`src/hw/tbp_params.svh`:
```
// Function
// - buzzer mode inverts toggle output on every overflow, halving overflow rate.
// - enabled toggle output owns the shared pin and suppresses its general I/O.
// - clearing counter enable halts counting and stops toggle and PWM outputs.
// - overflow flag sets whenever count leaves 0xFF, even by write or disabled.
// - pending flag plus newly set enable raises the interrupt on the next cycle.
// - PWM mode counts modulo 256, 64, 32 or 16 from reload and toggle bits.
// - range 00=256, 01=64, 10=32, 11=16; count and compare limited to modulus-1.
// - PWM output is high while count is below compare value, else low.
// - PWM goes low when count equals compare, and high when count wraps to zero if compare is nonzero.
// - PWM high ratio equals compare value over modulus, zero up to modulus-1.
// - PWM enable routes the PWM waveform to the shared pin, suppressing its I/O.
// - a compare write in PWM mode changes the duty immediately.
// - in PWM mode the overflow flag rises once per PWM period.
// - auto-reload outside PWM mode copies compare value into count on overflow.
// - mode register: enable b7, prescale b6:4, source b3, reload b2, toggle b1, pwm b0.
// - external source counts falling edges of the external input; prescale ignored.
// - reload and toggle bits mean their normal things only while PWM is off.
`ifndef TBP_PARAMS_SVH
`define TBP_PARAMS_SVH

`define TBP_ADDR_MODE      5'h00
`define TBP_ADDR_COUNT     5'h04
`define TBP_ADDR_COMPARE   5'h08
`define TBP_ADDR_IRQ       5'h0C
`define TBP_ADDR_STATUS    5'h10

`define TBP_MODE_RESET     8'h00
`define TBP_COUNT_RESET    8'h00
`define TBP_COMPARE_RESET  8'h00
`define TBP_COUNT_TOP      8'hFF

`define TBP_IRQ_FLAG_BIT   0
`define TBP_IRQ_EN_BIT     1
`define TBP_ST_TOGGLE_BIT  0
`define TBP_ST_PWM_BIT     1
`define TBP_ST_PIN_BIT     2

`define TBP_MASK_256       8'hFF
`define TBP_MASK_64        8'h3F
`define TBP_MASK_32        8'h1F
`define TBP_MASK_16        8'h0F

`endif

```
`src/hw/tbp_pkg.sv`:
```
package tbp_pkg;

    typedef struct packed {
        logic       counter_enable;
        logic [2:0] prescale_select;
        logic       clock_source_select;
        logic       reload_or_range_bit;
        logic       timer_toggle_out;
        logic       pwm_output_enable;
    } tbp_mode_t;

    typedef struct packed {
        logic       read;
        logic       write;
        logic [4:0] address;
        logic [3:0] byteenable;
        logic [31:0] writedata;
    } tbp_bus_req_t;

    typedef struct packed {
        logic        waitrequest;
        logic [31:0] readdata;
    } tbp_bus_rsp_t;

    typedef struct packed {
        logic pin_out;
        logic pin_oe_n;
        logic gpio_suppress;
        logic irq_req;
    } tbp_pin_t;

endpackage

```
`src/hw/tbp_timer.sv`:
```
`timescale 1ns/10ps
`default_nettype none
`include "tbp_params.svh"
module tbp_timer (
    input  wire logic                  sys_clk,
    input  wire logic                  nrst,
    input  wire tbp_pkg::tbp_bus_req_t avs_req,
    output tbp_pkg::tbp_bus_rsp_t      avs_rsp,
    input  wire logic                  ext_count_input,
    output tbp_pkg::tbp_pin_t          pin
);
    import tbp_pkg::*;

    typedef struct packed {
        tbp_mode_t    mode;
        logic [7:0]   count_value;
        logic [7:0]   reload_compare_value;
        logic         overflow_irq_flag;
        logic         overflow_irq_enable;
        logic         toggle_lvl;
        logic         pwm_lvl;
        tbp_bus_rsp_t rsp;
        tbp_pin_t     pin;
    } tbp_state_t;

    tbp_state_t st_ff;
    tbp_state_t nxt_st;

    logic pre_tick;
    logic ext_fall;

    function automatic logic [7:0] range_mask(input tbp_mode_t m);
        if (!m.pwm_output_enable) begin
            return `TBP_MASK_256;
        end
        unique case ({m.reload_or_range_bit, m.timer_toggle_out})
            2'h0: return `TBP_MASK_256;
            2'h1: return `TBP_MASK_64;
            2'h2: return `TBP_MASK_32;
            2'h3: return `TBP_MASK_16;
        endcase
    endfunction

    tbp_prescaler u_pre (
        .sys_clk (sys_clk),
        .nrst    (nrst),
        .run     (st_ff.mode.counter_enable && !st_ff.mode.clock_source_select),
        .rate    (st_ff.mode.prescale_select),
        .tick    (pre_tick)
    );

    tbp_sync u_ext (
        .sys_clk (sys_clk),
        .nrst    (nrst),
        .pin_in  (ext_count_input),
        .fall    (ext_fall)
    );

    logic       req;
    logic       accept;
    logic       wr_lane0;
    logic       tick;
    logic       wrap;
    logic       flag_set;
    logic [7:0] mask;
    logic [7:0] cur;
    logic [7:0] rd;
    logic [7:0] wr_byte;

    assign req      = avs_req.read || avs_req.write;
    assign wr_byte  = avs_req.writedata[7:0];
    // request is served on the edge where waitrequest is low
    assign accept   = req && !st_ff.rsp.waitrequest;
    assign wr_lane0 = accept && avs_req.write && avs_req.byteenable[0];
    assign mask     = range_mask(st_ff.mode);
    assign cur      = st_ff.count_value & mask;
    assign tick     = st_ff.mode.counter_enable &&
                      (st_ff.mode.clock_source_select ? ext_fall : pre_tick);

    always_comb begin
        rd = 8'h00;
        unique case (avs_req.address)
            `TBP_ADDR_MODE:   rd = st_ff.mode;
            `TBP_ADDR_COUNT:  rd = st_ff.count_value;
            `TBP_ADDR_IRQ: begin
                rd[`TBP_IRQ_FLAG_BIT] = st_ff.overflow_irq_flag;
                rd[`TBP_IRQ_EN_BIT]   = st_ff.overflow_irq_enable;
            end
            `TBP_ADDR_STATUS: begin
                rd[`TBP_ST_TOGGLE_BIT] = st_ff.toggle_lvl;
                rd[`TBP_ST_PWM_BIT]    = st_ff.pwm_lvl;
                rd[`TBP_ST_PIN_BIT]    = st_ff.pin.pin_out;
            end
            // compare register is write-only and reads as zero
            default:          rd = 8'h00;
        endcase
    end

    always_comb begin
        nxt_st                  = st_ff;
        wrap                    = 1'h0;
        nxt_st.rsp.waitrequest  = !(req && st_ff.rsp.waitrequest);
        if (req && st_ff.rsp.waitrequest) begin
            nxt_st.rsp.readdata = {24'h000000, rd};
        end

        if (wr_lane0 && avs_req.address == `TBP_ADDR_MODE) begin
            nxt_st.mode = avs_req.writedata[7:0];
        end
        if (wr_lane0 && avs_req.address == `TBP_ADDR_COMPARE) begin
            nxt_st.reload_compare_value = avs_req.writedata[7:0];
        end
        if (wr_lane0 && avs_req.address == `TBP_ADDR_IRQ) begin
            nxt_st.overflow_irq_flag   = avs_req.writedata[`TBP_IRQ_FLAG_BIT];
            nxt_st.overflow_irq_enable = avs_req.writedata[`TBP_IRQ_EN_BIT];
        end

        // a software write wins over a counting tick in the same cycle
        if (wr_lane0 && avs_req.address == `TBP_ADDR_COUNT) begin
            nxt_st.count_value = avs_req.writedata[7:0] & mask;
        end else if (tick) begin
            if (cur == mask) begin
                wrap = 1'h1;
                if (!st_ff.mode.pwm_output_enable && st_ff.mode.reload_or_range_bit) begin
                    nxt_st.count_value = st_ff.reload_compare_value;
                end else begin
                    nxt_st.count_value = 8'h00;
                end
            end else begin
                nxt_st.count_value = cur + 8'h01;
            end
        end

        // a mode change into a narrower range pulls the count inside it at once
        if (wr_lane0 && avs_req.address == `TBP_ADDR_MODE) begin
            nxt_st.count_value = nxt_st.count_value & range_mask(nxt_st.mode);
        end

        // leaving 0xFF sets the flag whatever the cause; set beats a clear
        flag_set = (st_ff.count_value == `TBP_COUNT_TOP &&
                    nxt_st.count_value != `TBP_COUNT_TOP) || wrap;
        if (flag_set) begin
            nxt_st.overflow_irq_flag = 1'h1;
        end

        if (nxt_st.mode.counter_enable && !st_ff.mode.counter_enable) begin
            nxt_st.toggle_lvl = 1'h0;
        end else if (wrap && !st_ff.mode.pwm_output_enable) begin
            nxt_st.toggle_lvl = !st_ff.toggle_lvl;
        end

        // compare taken from next count so the pin tracks the count without lag
        nxt_st.pwm_lvl = nxt_st.mode.counter_enable && nxt_st.mode.pwm_output_enable &&
                         ((nxt_st.count_value & range_mask(nxt_st.mode)) <
                          (nxt_st.reload_compare_value & range_mask(nxt_st.mode)));

        if (nxt_st.mode.pwm_output_enable) begin
            nxt_st.pin.pin_out = nxt_st.pwm_lvl;
        end else if (nxt_st.mode.timer_toggle_out) begin
            nxt_st.pin.pin_out = nxt_st.toggle_lvl;
        end else begin
            nxt_st.pin.pin_out = 1'h0;
        end
        nxt_st.pin.gpio_suppress = nxt_st.mode.pwm_output_enable ||
                                   nxt_st.mode.timer_toggle_out;
        nxt_st.pin.pin_oe_n      = !nxt_st.pin.gpio_suppress;
        nxt_st.pin.irq_req       = nxt_st.overflow_irq_flag &&
                                   nxt_st.overflow_irq_enable;
    end

    always_ff @(posedge sys_clk or negedge nrst) begin
        if (!nrst) begin
            st_ff                      <= '0;
            st_ff.mode                 <= `TBP_MODE_RESET;
            st_ff.count_value          <= `TBP_COUNT_RESET;
            st_ff.reload_compare_value <= `TBP_COMPARE_RESET;
            st_ff.rsp.waitrequest      <= 1'h1;
            st_ff.pin.pin_oe_n         <= 1'h1;
        end else begin
            st_ff <= nxt_st;
        end
    end

    assign avs_rsp = st_ff.rsp;
    assign pin     = st_ff.pin;
endmodule
`default_nettype wire

```
`src/hw/tbp_prescaler.sv`:
```
`timescale 1ns/10ps
`default_nettype none
module tbp_prescaler (
    input  wire logic       sys_clk,
    input  wire logic       nrst,
    input  wire logic       run,
    input  wire logic [2:0] rate,
    output logic            tick
);
    typedef struct packed {
        logic [7:0] cnt;
        logic       tick;
    } tbp_pre_st_t;

    tbp_pre_st_t st_ff;
    tbp_pre_st_t nxt_st;
    logic [7:0]  mask;

    // 000 divides by 256, 111 by 2
    assign mask = 8'hFF >> rate;

    always_comb begin
        nxt_st      = st_ff;
        nxt_st.cnt  = run ? st_ff.cnt + 8'h01 : 8'h00;
        nxt_st.tick = run && ((st_ff.cnt & mask) == mask);
    end

    always_ff @(posedge sys_clk or negedge nrst) begin
        if (!nrst) begin
            st_ff <= '0;
        end else begin
            st_ff <= nxt_st;
        end
    end

    assign tick = st_ff.tick;
endmodule
`default_nettype wire

```
`src/hw/tbp_sync.sv`:
```
`timescale 1ns/10ps
`default_nettype none
module tbp_sync (
    input  wire logic sys_clk,
    input  wire logic nrst,
    input  wire logic pin_in,
    output logic      fall
);
    typedef struct packed {
        logic s1;
        logic s2;
        logic s3;
        logic level;
        logic fall;
    } tbp_sync_st_t;

    tbp_sync_st_t st_ff;
    tbp_sync_st_t nxt_st;

    always_comb begin
        nxt_st       = st_ff;
        nxt_st.s1    = pin_in;
        nxt_st.s2    = st_ff.s1;
        nxt_st.s3    = st_ff.s2;
        nxt_st.fall  = 1'h0;
        // a change counts only once stages two and three agree
        if (st_ff.s2 == st_ff.s3) begin
            nxt_st.level = st_ff.s3;
            nxt_st.fall  = st_ff.level && !st_ff.s3;
        end
    end

    always_ff @(posedge sys_clk or negedge nrst) begin
        if (!nrst) begin
            st_ff <= 5'h1E;
        end else begin
            st_ff <= nxt_st;
        end
    end

    assign fall = st_ff.fall;
endmodule
`default_nettype wire

```
`config.mk`:
```
export PLATFORM = sky130hd
export DESIGN_NAME = tbp_timer
export DESIGN_NICKNAME = d
export VERILOG_FILES = /design/src/hw/tbp_pkg.sv /design/src/hw/tbp_timer.sv /design/src/hw/tbp_prescaler.sv /design/src/hw/tbp_sync.sv
export VERILOG_INCLUDE_DIRS = /design/src /design/src/hw
export SDC_FILE = /design/constraint.sdc
export NUM_CORES = 1
export LEC_CHECK = 0
export ABC_AREA = 1
export BUFFER_PORTS_ARGS = -buffer_cell sky130_fd_sc_hd__clkbuf_2
export CORE_MARGIN = 2
export CORE_UTILIZATION = 50
export CTS_CLUSTER_SIZE = 30
export DETAILED_ROUTE_END_ITERATION = 10
export PLACE_DENSITY = 0.86
export SLEW_MARGIN = 30
export SYNTH_ARGS = -nofsm -noshare
export SYNTH_HDL_FRONTEND = slang
export SYNTH_HIERARCHICAL = 1
export SYNTH_SLANG_ARGS = --single-unit
```
`constraint.sdc`:
```
create_clock -name sys_clk -period 3.3 [get_ports sys_clk]
set_input_delay 0.825 -clock sys_clk [delete_from_list [all_inputs] [get_ports sys_clk]]
set_output_delay 0.825 -clock sys_clk [all_outputs]
set_load 0.005 [all_outputs]
```
==> qor.log, run 1 <==
qor: outcome.status complete, no violations
qor: routing.detailroute.via_count 3079
qor: power.intPower 1.28 mW
qor: clock_tree.cts_made_buffers 5
qor: cells_and_area.area_growth 5.73%
qor: sta.unrepaired_setup_endpoints_after_global_routing no
qor: routing.finalWirelength 7870 µm
qor: hold_path.min_path_cells 0
qor: power.power_leakage 1.98 nW
qor: place.dp.final_hpwl 6200 µm
qor: clock_tree.clock-sinks 55
qor: power.ir_worst_vdd 217 µV
qor: place.total_of_buffers_placed_on_input_and_output_ports 31
qor: synthesis.synth.yosys.seq_area_share 38.2%
qor: cells_and_area.layout_common_cells 124 x nand2_1, 65 x inv_1, 49 x dfrtp_1, 31 x nor2_1, 31 x clkbuf_2
qor: sta.maxSlewViolCount 0
qor: sta.max_slew_margin 55.6%
qor: sta.setup_violations 0
qor: cells_and_area.final_util 53.7%
qor: global_routing.grt_overflow_total 0
qor: global_routing.grt_max_degree 56
qor: die.dieWidth 89.1 µm
qor: clock_tree.post_cts.resized_instances 0
qor: routing.drt_iter0_drc 317
qor: power.seqPwrFrac 42.0%
qor: sta.worstMarginPinSlew 0.666 ns
qor: cells_and_area.nNetsFinal 561
qor: cells_and_area.antenna_cells 0
qor: die.rows 31
qor: synthesis.synth_cells 482
qor: critical_path.worst_r2r_path_depth 17
qor: critical_path.critical_path_sink_type flip-flop
qor: critical_path.timing.rr.start st_ff[49]$_DFF_PN0_
qor: global_routing.grt_pass1_wl 12900 µm
qor: routing.route.antenna.remaining_nets 0
qor: global_routing.initial_antenna_violation_count 0
qor: synthesis.synth_top_area_cell dfrtp_1
qor: routing.dr.pass1.iters 5
qor: power.switching_power 820 µW
qor: place.gp_routability_congestion 1.03
qor: critical_path.crit_path_top_delay_cell ha_1
qor: routing.post-route-drc-count 0
qor: clock_tree.cts_buffer_depth 2
qor: clock_tree.h_tree_lvl_count 2
qor: critical_path.timing.critical_path.buf_inv 3
qor: critical_path.cells_traversed_along_the_worst_timing_path clkbuf_2, nor2_4, nand2_2, inv_4, nand2_4, o21ai_4, nand2_1, nand2_1, a21oi_1, ha_1, nand2_1, or2_2, nand4_1, inv_1, nand2_1, nand2_1
qor: power.pwr-share-comb 35.9%
qor: power.pwr-share-clk 22.1%
qor: clock_tree.tritoncts done
qor: run.reported_max_cap_violation_count 0
qor: power.swShare 39.1%
qor: hold_path.worst_hold_path.endpoint u_ext/nxt_st[2]$_DFF_PN1_
qor: die.die_area 7940 µm²
qor: clock_tree.root_buffer clkbuf_8
qor: sta.timing.clock.skew 0.0151 ns
qor: die.core_area 7140 µm²
qor: global_routing.groute.usage.overall 21.1%
qor: global_routing.vias_in_the_first_global_route 2760
qor: critical_path.crit_top_cell nand2_1
qor: clock_tree.post_cts_buffers 0
qor: die.initial_utilization 50.8%
qor: synthesis.post-synth-top-area-fraction 33.8%
qor: critical_path.worst_setup_path_start_kind primary input
qor: cells_and_area.drive_above_1_share 19.3%
qor: critical_path.cp_slowest_stage_delay 0.30 ns
qor: critical_path.cp_data_required_time 3.51 ns
qor: sta.final_hold_viol_count 0
qor: sta.fmax 363 MHz
qor: die.ioPinCount 83
qor: critical_path.critical-path-top-delay-family simple AND/OR/NAND/NOR gates
qor: critical_path.critPathKind primary input to flip-flop
qor: cells_and_area.layout_commonest_cell nand2_1
qor: critical_path.regToRegSetupSlack 0.56 ns
qor: sta.timing.final.crit_share 83.6%
qor: synthesis.yosysUniqueCellTypes 45
qor: power.p_per_area 547 nW/µm²
qor: die.vertical_die_dimension 89.1 µm
qor: synthesis.yosys_register_bits 55
qor: hold_path.hp_start u_ext/nxt_st[3]$_DFF_PN1_
qor: synthesis.syn-mean-instance-area 7.52 µm²
qor: routing.vias_per_cell 5.08
qor: sta.crit_path_time_final 2.76 ns
qor: critical_path.worst_r2r_endpoint pin[3]$_DFF_PN0_
qor: sta.fin_tns_setup 0 ns
qor: hold_path.hold_wc_path_type flip-flop to flip-flop
qor: clock_tree.cts_hold_buf 0
qor: critical_path.crit_arrival 2.97 ns
qor: routing.wl_per_cell 13.0 µm
qor: clock_tree.cts.reportedPaths.clkPinSlew 0.09 ns
qor: synthesis.syn-cell-area 3620 µm²
qor: clock_tree.worst_skew_pair.late_latency 0.32 ns
qor: synthesis.yosys-top-cells-area dfrtp_1 34%, nand2_1 13%, buf_4 7.9%, inv_1 6.7%, dfstp_2 4.4%
qor: synthesis.ys.warnings.count 6
qor: critical_path.crit_path_max_fanout 11
==> Yosys cell counts, drive strengths merged <==
master   number
o21bai        3
nor4          1
o21ai        37
and3          2
clkbuf        2
nand2       133
dfstp         6
a21o          1
a221oi        1
a31oi         4
dfrtp        49
o2111ai       1
buf          40
or2           2
nand3        37
o211a         1
conb          1
nor2         45
nand4         8
nor3b         1
nand3b        1
a21oi        16
a211oi        1
clkinv        1
o211ai        1
nor3          3
o21a          1
inv          74
ha            9
==> routing by layer <==
metal	vias up	wire length, µm	global-route usage, %
met5	-	0	0
met4	0	235	8.14
met3	19	465	3.51
met2	130	3750	36.2
met1	1410	3420	26.4
li1	1520	-	-
==> per-stage QoR <==
step                setup WS [ns]  power, mW  hold WS (ns)  instances  area, µm²
detailed placement          0.217       1.63         0.348        598       3720
CTS                         0.553       2.10         0.362        606       3830
global placement            0.314       1.60         0.346        598       3720
finish                      0.542       2.10         0.361        606       3830
floorplan                   0.570       1.47         0.345        505       3710
global route                0.362       2.24         0.364        606       3830
==> cell families (layout without fill, tap and decap cells) <==
family                   count (synthesis)  after routing  share of synthesized area, %
AND/OR/NAND/NOR                        233            233                          31.0
other                                    1             24                         0.103
AO/OA/AOI/OAI                           67             67                          11.3
flip-flops                              55             55                          38.2
buffers and inverters                  117            119                          16.4
adder cells (fa/ha/maj)                  9              9                          3.11
==> power groups by stage <==
stage          clock network (mW)  registers [mW]  logic (mW)
2_1_floorplan                   0           0.853       0.614
4_1_cts                     0.469           0.878       0.749
6_report                    0.463           0.881       0.753
3_5_place_dp                    0           0.892       0.742
3_3_place_gp                    0           0.887       0.708
5_1_grt                     0.493           0.893       0.859
==> layout make-up <==
cell class              count  area (µm²)
inverters                  75         284
clock buffers               6        72.6
multi-input cells         333        1730
repair buffers             36         193
well taps                  99         124
clock inverters             2        41.3
flip-flops and latches     55        1380
fillers                   669        3310
==> worst max-delay path by stage <==
stage | from | end | slack [ns] | depth (start not counted)
after floorplan | avs_req[37] | pin[3]$_DFF_PN0_ | 0.57 | 18
after CTS | avs_req[37] | pin[3]$_DFF_PN0_ | 0.55 | 16
after global placement | avs_req[37] | pin[3]$_DFF_PN0_ | 0.31 | 16
final | avs_req[37] | pin[3]$_DFF_PN0_ | 0.54 | 16
after detailed placement | avs_req[37] | pin[3]$_DFF_PN0_ | 0.22 | 16
after global routing | st_ff[49]$_DFF_PN0_ | pin[3]$_DFF_PN0_ | 0.36 | 18
==> state kept, by name (all words and copies together) (netlist names) <==
name,cells
u_ext/st_ff,2
pin,4
u_ext/fall,1
u_pre/st_ff,8
st_ff,28
u_ext/nxt_st,2
avs_rsp,9
u_pre/tick,1
Note: power is estimated with default switching activity, not from simulation.
==> run 2, diff against run 1 <==
--- a/config.mk
+++ b/config.mk
@@ -9,10 +9,10 @@
 export ABC_AREA = 1
 export BUFFER_PORTS_ARGS = -buffer_cell sky130_fd_sc_hd__clkbuf_2
 export CORE_MARGIN = 2
-export CORE_UTILIZATION = 50
+export CORE_UTILIZATION = 49
 export CTS_CLUSTER_SIZE = 30
 export DETAILED_ROUTE_END_ITERATION = 10
-export PLACE_DENSITY = 0.86
+export PLACE_DENSITY = 0.87
 export SLEW_MARGIN = 30
 export SYNTH_ARGS = -nofsm -noshare
 export SYNTH_HDL_FRONTEND = slang
==> constraint.sdc (replaced) <==
create_clock -name sys_clk -period 2.4 [get_ports sys_clk]
set_input_delay 0.6 -clock sys_clk [delete_from_list [all_inputs] [get_ports sys_clk]]
set_output_delay 0.6 -clock sys_clk [all_outputs]
set_load 0.005 [all_outputs]
==> run 2 against run 1 <==
Net effect:
- worst setup slack got worse by 0.54 ns
- die area increased by 2.0%
- flip-flop and latch count unchanged
- core utilization increased by 6.6 points
- global-route usage increased by 1.7 points
- clock skew decreased by 0.0071 ns
==> qor.log, run 2 (same netlist as run 1, synthesis figures left out) <==
qor: power.pwr-share-clk 20.3%
qor: die.initial_utilization 50.2%
qor: cells_and_area.final_util 60.3%
qor: power.swShare 40.0%
qor: routing.drt_iter0_drc 275
qor: power.p_per_area 753 nW/µm²
qor: routing.route.antenna.remaining_nets 0
qor: die.rows 31
qor: power.power_leakage 2.23 nW
qor: cells_and_area.layout_commonest_cell nand2_1
qor: critical_path.crit_path_max_fanout 5
qor: sta.finalWorstSetupSlack 0.000450 ns
qor: clock_tree.cts.reportedPaths.clkPinSlew 0.11 ns
qor: sta.fin_tns_setup 0 ns
qor: routing.vias_per_cell 5.18
qor: critical_path.cp_data_required_time 2.66 ns
qor: die.vertical_die_dimension 90.0 µm
qor: global_routing.vias_in_the_first_global_route 3307
qor: routing.detailroute.via_count 3363
qor: clock_tree.h_tree_lvl_count 2
qor: place.gp_routability_congestion 0.951
qor: clock_tree.root_buffer clkbuf_8
qor: cells_and_area.nNetsFinal 604
qor: routing.finalWirelength 9370 µm
qor: power.ir_worst_vdd 378 µV
qor: hold_path.hold_wc_path_type primary input to asynchronous set/reset pin
qor: place.total_of_buffers_placed_on_input_and_output_ports 31
qor: clock_tree.worst_skew_pair.late_latency 0.32 ns
qor: sta.final_hold_viol_count 0
qor: clock_tree.cts_made_buffers 5
qor: sta.unrepaired_setup_endpoints_after_global_routing yes
qor: sta.worstMarginPinSlew 0.593 ns
qor: outcome.status complete, no violations
qor: sta.timing.clock.skew 0.00797 ns
qor: cells_and_area.layout_common_cells 110 x nand2_1, 65 x inv_1, 47 x dfrtp_1, 42 x buf_4, 31 x clkbuf_2
qor: sta.crit_path_time_final 2.40 ns
qor: routing.post-route-drc-count 0
qor: clock_tree.cts_buffer_depth 2
qor: die.dieWidth 90.0 µm
qor: global_routing.grt_max_degree 35
qor: sta.maxSlewViolCount 0
qor: power.switching_power 1.31 mW
qor: cells_and_area.largest_register_ff_count 28
qor: sta.max_slew_margin 60.5%
qor: sta.fmax 417 MHz
qor: global_routing.grt_pass1_wl 14900 µm
qor: power.intPower 1.97 mW
qor: power.pwr-share-comb 43.2%
qor: critical_path.critPathKind flip-flop to flip-flop
qor: global_routing.grt_overflow_total 0
qor: place.dp.final_hpwl 7050 µm
qor: global_routing.groute.usage.overall 22.7%
qor: die.die_area 8100 µm²
qor: global_routing.initial_antenna_violation_count 0
qor: critical_path.crit_arrival 2.66 ns
qor: cells_and_area.drive_above_1_share 31.1%
qor: power.seqPwrFrac 36.5%
qor: die.core_area 7210 µm²
qor: clock_tree.clock-sinks 55
qor: cells_and_area.fill_cells 601
qor: sta.setup_violations 0
qor: die.ioPinCount 83
qor: place.dp_slack -0.250 ns
qor: cells_and_area.area_growth 20.1%
qor: cells_and_area.largest_reg_by_ff_count st_ff
qor: critical_path.worst_setup_path_start_kind flip-flop
qor: routing.dr.pass1.iters 5
qor: sta.timing.final.crit_share 100%
qor: clock_tree.tritoncts done
qor: critical_path.critical_path_sink_type flip-flop
qor: routing.wl_per_cell 14.4 µm
qor: cells_and_area.antenna_cells 0
qor: run.reported_max_cap_violation_count 0
## run 2: final cells by class
class	instances	area, µm²	share of cell area (%)
multi-input cells	333	1880	43.2
flip-flops and latches	55	1390	31.9
repair buffers	79	558	12.8
inverters	75	284	6.53
well taps	99	124	2.85
clock buffers	5	68.8	1.58
clock inverters	3	50.0	1.15
## run 2: metrics by stage
step	hold WS [ns]	std cells	instance area [µm²]	total power, mW
detailed placement	0.348	637	4080	2.43
finish	0.266	649	4350	3.28
global route	0.299	649	4350	3.49
floorplan	0.304	505	3750	2.03
global placement	0.347	637	4080	2.36
CTS	0.275	647	4220	3.10
## run 2: repair_timing
action / 4_1_cts / 5_1_grt
pin swaps: 1 / 14
hold buffers: 0 / 0
setup buffers: 2 / 1
hold endpoints to repair: 0 / 0
resized for setup: 3 / 37
setup endpoints to repair: 2 / 3
gates cloned: 0 / 1
## run 2: per-layer routing
layer  global-route usage (%)  part of all wire, %  routed length, µm  vias up
met1                     27.6                   40               3760     1556
li1                         -                    -                  -     1603
met4                     11.8                  4.6                427        0
met2                     39.0                   48               4540      166
met5                        0                    0                  0        -
met3                     3.69                  6.9                643       38
## run 2: critical path, stage by stage (launching register included)
cell and delay, ns:
dfrtp_1 0.41, buf_4 0.17, nand4_1 0.16, buf_4 0.19, o21bai_1 0.14, nand2_1 0.09
nand2_2 0.07, nand3_2 0.09, nand2_2 0.11, and3_1 0.16, ha_1 0.25, a21oi_2 0.14
or2_4 0.13, nand4_1 0.07, inv_1 0.07, nand2_2 0.05, nand2_1 0.05
## run 2: final timing paths
check / to / depth (start not counted) / slack, ns / start
min in group sys_clk: u_ext/nxt_st[3]$_DFF_PN1_ / 1 / 0.36 / ext_count_input
worst max register to register: pin[3]$_DFF_PN0_ / 16 / 0.0005 / st_ff[49]$_DFF_PN0_
worst min-delay path: st_ff[45]$_DFF_PN0_ / 1 / 0.27 / nrst
max in group asynchronous: pin[2]$_DFF_PN1_ / 2 / 1.49 / nrst
worst min register to register: u_ext/nxt_st[2]$_DFF_PN1_ / 0 / 0.36 / u_ext/nxt_st[3]$_DFF_PN1_
worst max-delay path: pin[3]$_DFF_PN0_ / 16 / 0.0005 / st_ff[49]$_DFF_PN0_
## run 2: power by group through the flow
| stage | clock network (mW) | registers [mW] | logic (mW) |
|---|---|---|---|
| after floorplan | 0 | 1.17 | 0.855 |
| after global placement | 0 | 1.18 | 1.18 |
| after detailed placement | 0 | 1.19 | 1.24 |
| after CTS | 0.671 | 1.18 | 1.25 |
| after global routing | 0.706 | 1.21 | 1.57 |
| final | 0.665 | 1.20 | 1.42 |
==> run 3, diff against run 2 <==
--- a/config.mk
+++ b/config.mk
@@ -12,9 +12,8 @@
 export CORE_UTILIZATION = 49
 export CTS_CLUSTER_SIZE = 30
 export DETAILED_ROUTE_END_ITERATION = 10
-export PLACE_DENSITY = 0.87
+export PLACE_DENSITY = 0.88
 export SLEW_MARGIN = 30
 export SYNTH_ARGS = -nofsm -noshare
 export SYNTH_HDL_FRONTEND = slang
-export SYNTH_HIERARCHICAL = 1
 export SYNTH_SLANG_ARGS = --single-unit
==> run 3 against run 2 <==
Net effect:
- the run now ends with negative setup slack left
- clock skew rose by 0.0024 ns
- wire length is 4.0% higher
- critical path depth down 2
- sequential power is 6% lower
- synthesized cell count down 3.7%
==> qor.log, run 3 <==
qor: die.die_area 7840 µm²
qor: power.power 2.69 mW
qor: routing.vias_per_cell 5.37
qor: sta.timing.hold.ws 0.251 ns
qor: routing.post-route-drc-count 0
qor: synthesis.post_synth_mux_area_share 0.322%
qor: sta.crit_path_time_final 2.44 ns
qor: run.reported_max_cap_violation_count 0
qor: clock_tree.tritoncts done
qor: synthesis.post-synth-top-area-fraction 35.0%
qor: cells_and_area.layout_common_cells 103 x nand2_1, 66 x inv_1, 49 x buf_4, 47 x dfrtp_1, 31 x clkbuf_2
qor: routing.dr.pass1.iters 5
qor: power.power_leakage 2.26 nW
qor: sta.final_hold_viol_count 0
qor: clock_tree.root_buffer clkbuf_8
qor: critical_path.cp_data_required_time 2.61 ns
qor: cells_and_area.layout_commonest_cell nand2_1
qor: routing.detailroute.via_count 3394
qor: synthesis.adder_cell_fraction_of_synth_area 3.50%
qor: cells_and_area.nNetsFinal 590
qor: sta.finalWorstSetupSlack -0.0439 ns
qor: hold_path.hold_wc_path_type primary input to asynchronous set/reset pin
qor: synthesis.yosysUniqueCellTypes 42
qor: routing.wl_per_cell 15.4 µm
qor: power.ir_worst_vdd 274 µV
qor: global_routing.grt_overflow_total 0
qor: die.core_area 6870 µm²
qor: sta.fin_tns_setup -0.0439 ns
qor: synthesis.synth_cells 464
qor: critical_path.critPathKind flip-flop to flip-flop
qor: die.vertical_die_dimension 88.5 µm
qor: clock_tree.clock-sinks 55
qor: critical_path.critical_path_sink_type flip-flop
qor: synthesis.syn-cell-area 3500 µm²
qor: sta.maxSlewViolCount 0
qor: synthesis.yosys_register_bits 55
qor: critical_path.crit_path_max_fanout 5
qor: clock_tree.cts_hold_buf 0
qor: outcome.failing_checks negative setup slack
qor: clock_tree.cts_buffer_depth 2
qor: critical_path.worst_setup_path_start_kind flip-flop
qor: clock_tree.cts_made_buffers 5
qor: synthesis.synth_ff_type dfrtp_1
qor: synthesis.synth-simple-area-share 27.6%
qor: die.dieWidth 88.5 µm
qor: sta.setup_violations 1
qor: clock_tree.h_tree_lvl_count 2
qor: critical_path.crit_arrival 2.66 ns
qor: global_routing.grt_pass1_wl 13900 µm
qor: synthesis.synth_edf_count 0
qor: synthesis.yosys-top-cells-area dfrtp_1 35%, nand2_1 13%, buf_4 7.9%, inv_1 7.2%, dfstp_2 4.5%
qor: cells_and_area.area_growth 23.3%
qor: cells_and_area.drive_above_1_share 32.1%
qor: clock_tree.worst_skew_pair.late_latency 0.33 ns
qor: cells_and_area.antenna_cells 0
qor: place.gp_routability_congestion 0.991
qor: critical_path.worstSetupStartpoint st_ff[50]$_DFF_PN0_
qor: synthesis.main_combinational_cell_family_by_area_after_synthesis simple AND/OR/NAND/NOR gates
qor: global_routing.initial_antenna_violation_count 0
qor: outcome.status finished with violations
qor: synthesis.synth_compound_gate_area_share 12.2%
qor: routing.drt_iter0_drc 336
qor: synthesis.syn-mean-instance-area 7.55 µm²
qor: synthesis.synth_top_area_cell dfrtp_1
qor: cells_and_area.largest_register_ff_count 28
qor: global_routing.vias_in_the_first_global_route 3048
qor: cells_and_area.finalInstanceArea 4320 µm²
qor: synthesis.ys.warnings.count 0
qor: synthesis.yosys-top-cells-count 119 x nand2_1, 67 x inv_1, 49 x dfrtp_1
qor: place.dp.final_hpwl 6730 µm
qor: sta.worstMarginPinSlew 0.572 ns
qor: global_routing.grt_max_degree 35
qor: routing.finalWirelength 9750 µm
qor: place.placement.cell_area 3940 µm²
qor: routing.route.antenna.remaining_nets 0
qor: place.total_of_buffers_placed_on_input_and_output_ports 31
qor: sta.unrepaired_setup_endpoints_after_global_routing yes
qor: sta.timing.clock.skew 0.0104 ns
qor: synthesis.asyncSetResetFlopFracSynth 100%
qor: clock_tree.cts.reportedPaths.clkPinSlew 0.11 ns
qor: sta.timing.final.crit_share 102%
qor: synthesis.synth.yosys.seq_area_share 39.5%
qor: critical_path.timing.rr.start st_ff[50]$_DFF_PN0_
qor: power.p_per_area 622 nW/µm²
qor: synthesis.synthMostInstantiatedCell nand2_1
qor: cells_and_area.largest_reg_by_ff_count st_ff
qor: die.rows 30
qor: sta.max_slew_margin 61.9%
qor: synthesis.synth-xor-area-share 0%
qor: die.initial_utilization 51.0%
qor: die.ioPinCount 83
qor: global_routing.groute.usage.overall 23.0%
qor: sta.fmax 409 MHz
qor: cells_and_area.fill_cells 548
## run 3: cell count changes after synthesis, moves of 5 or more
| cell | before | now |
|---|---|---|
| nand3_1 | 29 | 16 |
| nand2_2 | 7 | 2 |
| nor2_2 | 8 | 3 |
| nand2_1 | 124 | 119 |
| a21oi_1 | 14 | 31 |
## run 3: path summary, 6_finish.rpt
| check | to | slack, ns | cells past startpoint |
|---|---|---|---|
| worst max-delay path | pin[3]$_DFF_PN0_ | -0.04 | 14 |
| worst min-delay path | u_pre.st_ff[3]$_DFF_PN0_ | 0.25 | 1 |
| worst max register to register | pin[3]$_DFF_PN0_ | -0.04 | 14 |
| worst min register to register | u_ext.nxt_st[2]$_DFF_PN1_ | 0.37 | 0 |
| max in group asynchronous | u_ext.st_ff[2]$_DFF_PN1_ | 1.51 | 2 |
| min in group sys_clk | u_ext.nxt_st[3]$_DFF_PN1_ | 0.35 | 1 |
## run 3: critical path, cell delays in order (launching register included)
cell and delay (ns):
dfrtp_1 0.42, ha_4 0.19, nand3_4 0.09, nor2_4 0.15, nand3_4 0.15, nand2_2 0.10
nand3_2 0.08, a221oi_2 0.32, ha_2 0.26, a21oi_2 0.06, or2_4 0.24, nand4_1 0.07
inv_1 0.05, nand2_2 0.08, nand2_1 0.07
## run 3: metal layers
| metal | vias to the layer above | global-route usage [%] | part of all wire [%] |
|---|---|---|---|
| li1 | 1555 | - | - |
| met1 | 1588 | 28.3 | 38 |
| met2 | 210 | 40.5 | 50 |
| met3 | 41 | 2.71 | 7.9 |
| met4 | 0 | 10.5 | 3.5 |
| met5 | - | 0 | 0 |
## run 3: kinds of logic (layout without fill, tap and decap cells)
family / count (synthesis) / in the layout
mux: 1 / 1
other cells: 1 / 24
flops: 55 / 55
simple gates: 206 / 206
compound gates: 76 / 76
fa+ha+maj: 10 / 10
buf+inv: 115 / 164
## run 3: layout make-up
class	count	area, µm²	area share [%]
clock buffers	5	68.8	1.59
clock inverters	3	50.0	1.16
inverters	73	277	6.41
multi-input cells	317	1840	42.6
flip-flops and latches	55	1390	32.1
well taps	96	120	2.78
repair buffers	83	574	13.3
## run 3: power by group
part | total [mW] | internal, mW | switching (mW)
combinational | 0.888 | 0.373 | 0.515
sequential | 1.13 | 1.02 | 0.102
clock | 0.673 | 0.323 | 0.350
total | 2.69 | 1.72 | 0.967
## run 3: what timing repair did
action	in CTS	in global routing
setup buffers	0	7
resized for setup	2	54
pin swaps	1	22
hold endpoints to repair	0	0
setup endpoints to repair	2	2
## run 3: stage by stage
stage	cells	util [%]	worst slack [ns]
2_1_floorplan	487	-	-0.0773
3_3_place_gp	617	57.3	-0.204
3_5_place_dp	617	57.3	-0.299
4_1_cts	625	59.2	0.00426
5_1_grt	632	62.8	-0.157
6_report	632	62.8	-0.0439
